File: src/rtr_pkg.sv
// constants and types for the three-tone ringer sequencer
`default_nettype none
package rtr_pkg;
    localparam int CLK_HZ = 125_000_000;
    localparam int CLK_PERIOD_NS = 8;
    localparam int MAIN_HZ = 455_000;
    localparam int MAIN_DIV = (CLK_HZ + MAIN_HZ / 2) / MAIN_HZ;
    localparam int BAND_HI_HZ = 54;
    localparam int BAND_LO_HZ = 23;
    localparam int BAND_WIDE_LO_HZ = 12;
    localparam int PERIOD_W = 16;
    localparam int PERIOD_MIN = MAIN_HZ / BAND_HI_HZ;
    localparam int PERIOD_MAX = MAIN_HZ / BAND_LO_HZ;
    localparam int PERIOD_MAX_WIDE = MAIN_HZ / BAND_WIDE_LO_HZ;
    localparam int TONE_DIV_LOW = 560;
    localparam int TONE_DIV_MID = 420;
    localparam int TONE_DIV_HIGH = 336;
    localparam int TONE_W = 9;
    localparam int TONE_COUNT = 3;
    localparam int SEQ_PERIODS_PER_TONE = 32;
    localparam int PULSE_LIMIT_NS = 200_000;
    localparam int PULSE_LIMIT_CYC = (PULSE_LIMIT_NS + CLK_PERIOD_NS - 1) / CLK_PERIOD_NS;
    localparam int SYNC_STAGES = 3;

    typedef enum logic [1:0] {BAND_NORMAL, BAND_WIDE, BAND_DC} rtr_band_t;

    typedef struct packed {
        logic ringIn;
        logic bandFloat;
        logic bandLevel;
        logic pulseFloat;
        logic supplyOn;
        logic supplyHold;
        logic seqOsc;
    } rtr_pins_t;

    typedef struct packed {
        logic toneP;
        logic toneN;
        logic loadSwitch;
    } rtr_out_t;

    // half period of the selected tone in main clock ticks
    function automatic logic [TONE_W-1:0] toneHalf(input logic [1:0] idx);
        logic [TONE_W-1:0] h;
        h = TONE_W'(TONE_DIV_LOW / 2);
        if (idx == 2'h1) begin
            h = TONE_W'(TONE_DIV_MID / 2);
        end else if (idx == 2'h2) begin
            h = TONE_W'(TONE_DIV_HIGH / 2);
        end
        return h;
    endfunction
endpackage
`default_nettype wire

File: src/rtr_period_meter.sv
// ringing period meter and band check
`default_nettype none
`timescale 1ns/1ps
module rtr_period_meter import rtr_pkg::*; (
    input wire logic clk,
    input wire logic reset,
    input wire logic ringLvl,
    input wire logic mainTick,
    input wire rtr_band_t bandMode,
    output var logic inBand
);
    localparam logic [PERIOD_W-1:0] P_MIN = PERIOD_W'(PERIOD_MIN);
    localparam logic [PERIOD_W-1:0] P_MAX = PERIOD_W'(PERIOD_MAX);
    localparam logic [PERIOD_W-1:0] P_MAXW = PERIOD_W'(PERIOD_MAX_WIDE);

    logic prevLvl_r, prevLvl_nxt;
    logic [PERIOD_W-1:0] cnt_r, cnt_nxt;
    logic inBand_r, inBand_nxt;
    logic [PERIOD_W-1:0] limMax;

    always_comb begin
        limMax = (bandMode == BAND_WIDE) ? P_MAXW : P_MAX;
        prevLvl_nxt = ringLvl;
        cnt_nxt = cnt_r;
        inBand_nxt = inBand_r;
        if (ringLvl && !prevLvl_r) begin
            // full input cycle ends: judge the period
            inBand_nxt = (cnt_r >= P_MIN) && (cnt_r <= limMax);
            cnt_nxt = '0;
        end else if (mainTick && cnt_r <= limMax) begin
            cnt_nxt = cnt_r + 1'b1;
        end
        if (cnt_r > limMax) begin
            inBand_nxt = 1'b0;
        end
        if (bandMode == BAND_DC) begin
            inBand_nxt = 1'b1;
        end
    end

    always_ff @(posedge clk) begin
        if (reset) begin
            prevLvl_r <= 1'b0;
            cnt_r <= '0;
            inBand_r <= 1'b0;
        end else begin
            prevLvl_r <= prevLvl_nxt;
            cnt_r <= cnt_nxt;
            inBand_r <= inBand_nxt;
        end
    end

    assign inBand = inBand_r;
endmodule // rtr_period_meter
`default_nettype wire

File: src/rtr_ringer.sv
// three-tone ringer sequencer core
`default_nettype none
`timescale 1ns/1ps
module rtr_ringer import rtr_pkg::*; #(
    parameter int PULSE_LIMIT_CYCLES = PULSE_LIMIT_CYC,
    parameter int MAIN_DIVIDE = MAIN_DIV
) (
    input wire logic clk,
    input wire logic reset,
    input wire rtr_pins_t pinsIn,
    output var rtr_out_t pinsOut,
    output var logic toneActive
);
    localparam int PL_W = 16;
    localparam int MD_W = 10;

    // elaboration checks on parameter ranges
    if (PULSE_LIMIT_CYCLES < 1 || PULSE_LIMIT_CYCLES >= (1 << PL_W)) begin : g_bad_pl
        $error("pulse limit count out of range");
    end
    if (MAIN_DIVIDE < 1 || MAIN_DIVIDE >= (1 << MD_W)) begin : g_bad_md
        $error("main divide out of range");
    end

    localparam logic [PL_W-1:0] PL_LIM = PL_W'(PULSE_LIMIT_CYCLES);
    localparam logic [MD_W-1:0] MD_LAST = MD_W'(MAIN_DIVIDE - 1);
    localparam logic [4:0] SEQ_LAST = 5'(SEQ_PERIODS_PER_TONE - 1);
    localparam logic [1:0] TONE_LAST = 2'(TONE_COUNT - 1);

    // pin synchroniser, three stages, change taken when two and three agree
    rtr_pins_t s1_r, s2_r, s3_r, filt_r;
    rtr_pins_t s1_nxt, s2_nxt, s3_nxt, filt_nxt;

    always_comb begin
        s1_nxt = pinsIn;
        s2_nxt = s1_r;
        s3_nxt = s2_r;
        filt_nxt = (s2_r & ~(s2_r ^ s3_r)) | (filt_r & (s2_r ^ s3_r));
    end

    always_ff @(posedge clk) begin
        if (reset) begin
            s1_r <= '0;
            s2_r <= '0;
            s3_r <= '0;
            filt_r <= '0;
        end else begin
            s1_r <= s1_nxt;
            s2_r <= s2_nxt;
            s3_r <= s3_nxt;
            filt_r <= filt_nxt;
        end
    end

    // band mode from the three-way option
    rtr_band_t bandMode;

    always_comb begin
        if (filt_r.bandFloat) begin
            bandMode = BAND_NORMAL;
        end else if (filt_r.bandLevel) begin
            bandMode = BAND_DC;
        end else begin
            bandMode = BAND_WIDE;
        end
    end

    // main clock tick generation
    logic [MD_W-1:0] mainCnt_r, mainCnt_nxt;
    logic mainTick;

    always_comb begin
        mainTick = (mainCnt_r == MD_LAST);
        mainCnt_nxt = mainTick ? '0 : mainCnt_r + 1'b1;
    end

    always_ff @(posedge clk) begin
        if (reset) begin
            mainCnt_r <= '0;
        end else begin
            mainCnt_r <= mainCnt_nxt;
        end
    end

    logic inBand;

    rtr_period_meter u_meter (
        .clk(clk),
        .reset(reset),
        .ringLvl(filt_r.ringIn),
        .mainTick(mainTick),
        .bandMode(bandMode),
        .inBand(inBand)
    );

    // supply level hysteresis and activation
    logic supplyOk_r, supplyOk_nxt;
    logic active_r, active_nxt;
    logic startTones;

    always_comb begin
        supplyOk_nxt = supplyOk_r;
        if (filt_r.supplyOn) begin
            supplyOk_nxt = 1'b1;
        end else if (!filt_r.supplyHold) begin
            supplyOk_nxt = 1'b0;
        end
        active_nxt = inBand && supplyOk_r;
        startTones = active_nxt && !active_r;
    end

    always_ff @(posedge clk) begin
        if (reset) begin
            supplyOk_r <= 1'b0;
            active_r <= 1'b0;
        end else begin
            supplyOk_r <= supplyOk_nxt;
            active_r <= active_nxt;
        end
    end

    // tone sequencer on the sequence oscillator
    logic seqPrev_r, seqPrev_nxt;
    logic [4:0] seqCnt_r, seqCnt_nxt;
    logic [1:0] toneIdx_r, toneIdx_nxt;
    logic seqEdge;

    always_comb begin
        seqPrev_nxt = filt_r.seqOsc;
        seqEdge = filt_r.seqOsc && !seqPrev_r;
        seqCnt_nxt = seqCnt_r;
        toneIdx_nxt = toneIdx_r;
        if (startTones) begin
            seqCnt_nxt = '0;
            toneIdx_nxt = '0;
        end else if (active_r && seqEdge) begin
            if (seqCnt_r == SEQ_LAST) begin
                seqCnt_nxt = '0;
                toneIdx_nxt = (toneIdx_r == TONE_LAST) ? 2'h0 : toneIdx_r + 2'h1;
            end else begin
                seqCnt_nxt = seqCnt_r + 5'h01;
            end
        end
    end

    always_ff @(posedge clk) begin
        if (reset) begin
            seqPrev_r <= 1'b0;
            seqCnt_r <= '0;
            toneIdx_r <= '0;
        end else begin
            seqPrev_r <= seqPrev_nxt;
            seqCnt_r <= seqCnt_nxt;
            toneIdx_r <= toneIdx_nxt;
        end
    end

    // tone divider and pulse limiter
    logic [TONE_W-1:0] toneCnt_r, toneCnt_nxt;
    logic phase_r, phase_nxt;
    logic [PL_W-1:0] pulseCnt_r, pulseCnt_nxt;
    logic [TONE_W-1:0] half;
    logic trunc;

    always_comb begin
        half = toneHalf(toneIdx_r);
        toneCnt_nxt = toneCnt_r;
        phase_nxt = phase_r;
        pulseCnt_nxt = pulseCnt_r;
        if (startTones) begin
            toneCnt_nxt = '0;
            phase_nxt = 1'b1;
            pulseCnt_nxt = '0;
        end else if (active_r) begin
            if (pulseCnt_r != PL_LIM) begin
                pulseCnt_nxt = pulseCnt_r + 1'b1;
            end
            if (mainTick) begin
                if (toneCnt_r >= half - 1'b1) begin
                    toneCnt_nxt = '0;
                    phase_nxt = !phase_r;
                    pulseCnt_nxt = '0;
                end else begin
                    toneCnt_nxt = toneCnt_r + 1'b1;
                end
            end
        end
        trunc = filt_r.pulseFloat && (pulseCnt_r == PL_LIM);
    end

    always_ff @(posedge clk) begin
        if (reset) begin
            toneCnt_r <= '0;
            phase_r <= 1'b1;
            pulseCnt_r <= '0;
        end else begin
            toneCnt_r <= toneCnt_nxt;
            phase_r <= phase_nxt;
            pulseCnt_r <= pulseCnt_nxt;
        end
    end

    // registered pin outputs
    rtr_out_t out_r, out_nxt;

    always_comb begin
        out_nxt.toneP = active_r && phase_r && !trunc;
        out_nxt.toneN = active_r && !phase_r && !trunc;
        out_nxt.loadSwitch = !active_r;
    end

    always_ff @(posedge clk) begin
        if (reset) begin
            out_r <= '{toneP: 1'b0, toneN: 1'b0, loadSwitch: 1'b1};
        end else begin
            out_r <= out_nxt;
        end
    end

    assign pinsOut = out_r;
    assign toneActive = active_r;
endmodule // rtr_ringer
`default_nettype wire

File: config.mk
export PLATFORM = sky130hd
export DESIGN_NAME = rtr_ringer
export DESIGN_NICKNAME = d
export VERILOG_FILES = /design/src/rtr_pkg.sv /design/src/rtr_period_meter.sv /design/src/rtr_ringer.sv
export SDC_FILE = /design/constraint.sdc
export NUM_CORES = 1
export LEC_CHECK = 0
export ABC_AREA = 0
export BUFFER_PORTS_ARGS = -buffer_cell sky130_fd_sc_hd__clkbuf_2
export CORE_MARGIN = 2
export CORE_UTILIZATION = 53
export CTS_BUF_LIST = sky130_fd_sc_hd__clkbuf_2
export DETAILED_ROUTE_END_ITERATION = 10
export HOLD_SLACK_MARGIN = 0.05
export PLACE_DENSITY = 0.69
export SLEW_MARGIN = 15
export SYNTH_ARGS = -nofsm -noshare
export SYNTH_HDL_FRONTEND = slang
export SYNTH_SLANG_ARGS = --single-unit
File: constraint.sdc
create_clock -name clk -period 8.1 [get_ports clk]
set_clock_uncertainty 0.2 [all_clocks]
set_input_delay 0.81 -clock clk [delete_from_list [all_inputs] [get_ports clk]]
set_output_delay 0.81 -clock clk [all_outputs]
set_load 0.01 [all_outputs]
Yosys cells after proc, flatten, opt, wreduce, memory -nomap -nowiden --
Index checks and enable logic that the tools add are counted.
Cells by class: add/sub/neg operators 7, magnitude comparators 4, equal/unequal tests 9, mux-type cells 16, bitwise operators 5, reductions and logical operators 24
Operators with widths (number):
- $mux 16 | 4
- $add 16x1->16 const B | 2
- $mux 9 | 3
- $eq 16x15->1 const B | 1
- $ge 16x14->1 const B | 1
- $gt 16x16->1 | 1
- $le 16x16->1 | 1
- $ne 16x15->1 const B | 1
- $and 7x7->7 | 2
- $logic_and 1x1->1 | 12
- $add 10x1->10 const B | 1
- $eq 10x9->1 const B | 1
- $add 9x1->9 const B | 1
- $ge 9x9->1 | 1
- $sub 9x1->9 const B | 1
- $not 7->7 | 1
- $or 7x7->7 | 1
- $xor 7x7->7 | 1
- $mux 2 | 3
- $reduce_or 2->1 | 3
- $add 5x1->5 const B | 1
- $eq 5x5->1 const B | 1
- $logic_not 1->1 | 5
- $mux 1 | 5
- 8 further kinds | 11
Word-level totals: flip-flop bits (word level) 95, word-level logic and storage cells 108

Logic depth before layout (Yosys ltp) --
depth in word-level cells 9, depth in mapped cells 10, depth with buffers taken out 9

By module --
From an unflattened synthesis, not the netlist that was laid out.
Unflattened totals: cells, all modules 521, area, all modules 4539.4 um2
By module, submodules not included:
- rtr_ringer | instances 1, cells each 356, area an instance 3224.3 um2
- rtr_period_meter | instances 1, cells each 165, area an instance 1315.0 um2

Worst setup path after synthesis --
No wires, ideal clock.
path type register -> register, start register (tool-made name), end register u_meter.cnt_r[10], setup time 67 ps, data arrival time 2322 ps, data required time 7833 ps, slack 5511 ps, stages on the path, launching flop included 10, path buffers 1, period minus slack after synthesis 2589 ps, path through dfxtp_1 -> nor2_2 -> inv_4 -> ha_1 -> a31oi_1 -> o221ai_2 -> a2111o_2 -> buf_8 -> a2111o_1 -> o21ai_2
RTL lines:
- end signal, assigned | line rtr_period_meter.sv:48 | cnt_r <= cnt_nxt;
- end, declared | line rtr_period_meter.sv:17 | logic [PERIOD_W-1:0] cnt_r, cnt_nxt;

==> flow_summary_export.csv <==
group,metric,value,unit
worst_setup_path,path_max_fanout,24,
sta,hold_viol,0,
synthesis,synth_edf_count,0,
synthesis,synth_seq_cells,95,
floorplanning,die_w,97.08,um
power,p_leak,0.001712,uW
global_routing,antenna_found_initial,0,
synthesis,synth_top_cell_by_area,"dfxtp_1",
global_routing,grt_pass1_vias,3298,
placement,place.gp.congestion,0.8627,
synthesis,async_flop_share,0,
sta,period_minus_slack,3.007,ns
cts,htreeDepth,3,
synthesis,synth_seq_area_share,0.4142,
power,p_per_area,152.2,mW/mm^2
floorplanning,rows,33,
worst_setup_path,worst_ep_arrival_time,3.34,ns
drt,ant_nets,0,
placement,port_buffers,12,
cts,cts.repair.resized,0,
placement,place_hpwl,6.090,mm
drt,via_count,3516,
synthesis,syn_avg_cell_area,8.763,um^2
drt,first_pass_iters,4,
cts,root_buffer,"clkbuf_2",
worst_hold_path,hp-class,"input port to flip-flop",
outcome,status,"finished, final reports clean",
drt,vias_per_cell,5.502,
global_routing,grt_overflow,0,
synthesis,yosysMostFrequentCell,"dfxtp_1",
sta,min_period_over_period,0.3712,
sta,setup_violations,0,
floorplanning,die_h,97.08,um
layout,antenna_cells,0,
synthesis,synth.net_count,558,
layout,drive_gt1_frac,0.09738,
flow_run,maxCapViolCount,0,
layout,area_delta_synth_final,3.815,%
sta,worstMarginPinSlew,0.8961,ns
drt,routedWlPerCell,13.25,um
cts,clkSinkCount,95,
layout,nets,563,
global_routing,grt_pass1_wl,14.93,mm
worst_setup_path,cp.required,8.43,ns
sta,rsz0062_at_grt,"no",
synthesis,synth_top_cell_area_share,0.4142,
cts,holdBufCountCts,0,
cts,clk_pin_slew_worst_paths,0.28,ns
cts,clk_latency,0.58,ns
placement,dpl_worst_slack,5.155,ns
cts,cts_tree,"done",
floorplanning,start_util,0.5533,
synthesis,syn_area,0.004592,mm^2
global_routing,grt_max_degree,44,
floorplanning,die_area,0.009425,mm^2
synthesis,ys_types,65,
cts,cts_buffer_depth,2,
sta,setup_ws,5.093,ns
drt,postRouteWirelength,8.468,mm
drt,drt-initial-drc-count,149,
sta,fin_tns_setup,0,ns
worst_setup_path,path_class,"flip-flop to flip-flop",
global_routing,grt_usage,0.1897,
drt,drc,0,
cts,cts_buffers,9,
sta,relSlewSlack,0.4004,
synthesis,yosys-top-cells-count,"dfxtp_1 (95), nand2_1 (55), nor2_1 (55), a21oi_1 (38), nor2b_1 (26)",
worst_setup_path,cp-start-kind,"flip-flop",
sta,fmax,332.6,MHz
sta,drv_slew,0,
floorplanning,ios,13,
floorplanning,core_area,0.008299,mm^2
synthesis,netlist_instances,524,
cts,post_cts_buffers,0,
synthesis,synthFlopType,"dfxtp_1",
worst_setup_path,critPathCaptureType,"flip-flop",
power,peakVddDrop,0.08321,mV
synthesis,yosys-top-cells-area,"dfxtp_1 (41%), ha_1 (6.8%), nand2_1 (4.5%)",
synthesis,ys_warn_count,0,
-- power breakdown --
group          switching (uW)  leakage [uW]  total, uW  internal, uW
sequential               3.06      0.000769        478           475
clock                     179     0.0000657        229          49.9
combinational            11.2      0.000877       18.1          6.87
-- worst max-delay path, stage by stage, from the launching register on --
cell and delay (ns):
dfxtp_1 0.44, nor2_2 0.23, inv_4 0.09, ha_1 0.29, or2b_2 0.34, nor4_4 0.34, nand2_2 0.31, a2111oi_2 0.50
mux2i_1 0.22
-- final timing paths --
path	endpoint	start	depth (start not counted)	slack [ns]
max reg2reg	u_meter.cnt_r[9]	flip-flop	8	5.09
min reg2reg	pinsOut[1]	phase_r	1	0.26
min	s1_r[4]	pinsIn[4]	2	0.22
max	u_meter.cnt_r[9]	flip-flop	8	5.09
-- cell usage in the layout (no fill, tap or decap), drive strengths merged, types with 3 or more instances in the layout --
cell type | netlist | routed
inv | 23 | 27
ha | 25 | 25
xnor2 | 16 | 16
xor2 | 14 | 14
or2 | 4 | 4
a31oi | 5 | 5
nor3 | 10 | 10
nor4 | 3 | 3
nor2 | 56 | 56
nand3 | 24 | 24
dfxtp | 95 | 95
and2 | 5 | 5
nand2 | 56 | 56
o21ai | 32 | 32
and3 | 6 | 6
nand4 | 11 | 11
clkbuf | 13 | 21
and4b | 3 | 3
or3 | 7 | 7
nor2b | 26 | 26
mux2i | 4 | 4
a2111o | 11 | 11
a21oi | 39 | 39
-- registers in the layout, indices dropped and copies added (netlist names), 2 cells and up, named ones only --
name / count
mainCnt_r: 10
pinsOut: 3
pulseCnt_r: 16
s1_r: 7
s2_r: 7
s3_r: 7
seqCnt_r: 5
toneCnt_r: 9
toneIdx_r: 2
u_meter.cnt_r: 16
-- final cells by class --
type | instances | area [um^2]
clock buffers | 9 | 45.04
clock inverters | 7 | 71.32
fillers | 785 | 3532
inverters | 23 | 88.84
multi-input cells | 387 | 2461
flip-flops and latches | 95 | 1902
well taps | 105 | 131.4
repair buffers | 13 | 67.56
-- metal layers --
metal | track usage | vias to the layer above | part of all wire
met4 | 0.08234 | 0 | 0.021
li1 | - | 1829 | -
met1 | 0.2465 | 1606 | 0.49
met5 | 0 | - | 0
met3 | 0.03453 | 21 | 0.032
met2 | 0.3093 | 60 | 0.46
-- through the flow --
step                total power, uW  instances  instance area (um^2)  utilization  hold slack, ns
CTS                           733.8        639                  4767       0.5744          0.1759
finish                        725.6        639                  4767       0.5744          0.2173
detailed placement            504.9        623                  4651       0.5604          0.2231
floorplan                     500.2        524                  4592            -          0.2138
global placement              504.0        623                  4651       0.5604          0.2213
global route                  759.3        639                  4767       0.5744          0.1439
-- cell families (layout without fill, tap and decap cells) --
| family | count (synthesis) | after routing | share of synthesized area |
|---|---|---|---|
| AO/OA/AOI/OAI | 101 | 101 | 0.1436 |
| XOR/XNOR | 30 | 30 | 0.05722 |
| buffers and inverters | 42 | 52 | 0.04986 |
| flip-flops | 95 | 95 | 0.4142 |
| AND/OR/NAND/NOR | 226 | 226 | 0.2561 |
| adder cells (fa/ha/maj) | 26 | 26 | 0.07030 |
| multiplexers | 4 | 4 | 0.008720 |
(Power assumes the default switching activity.)
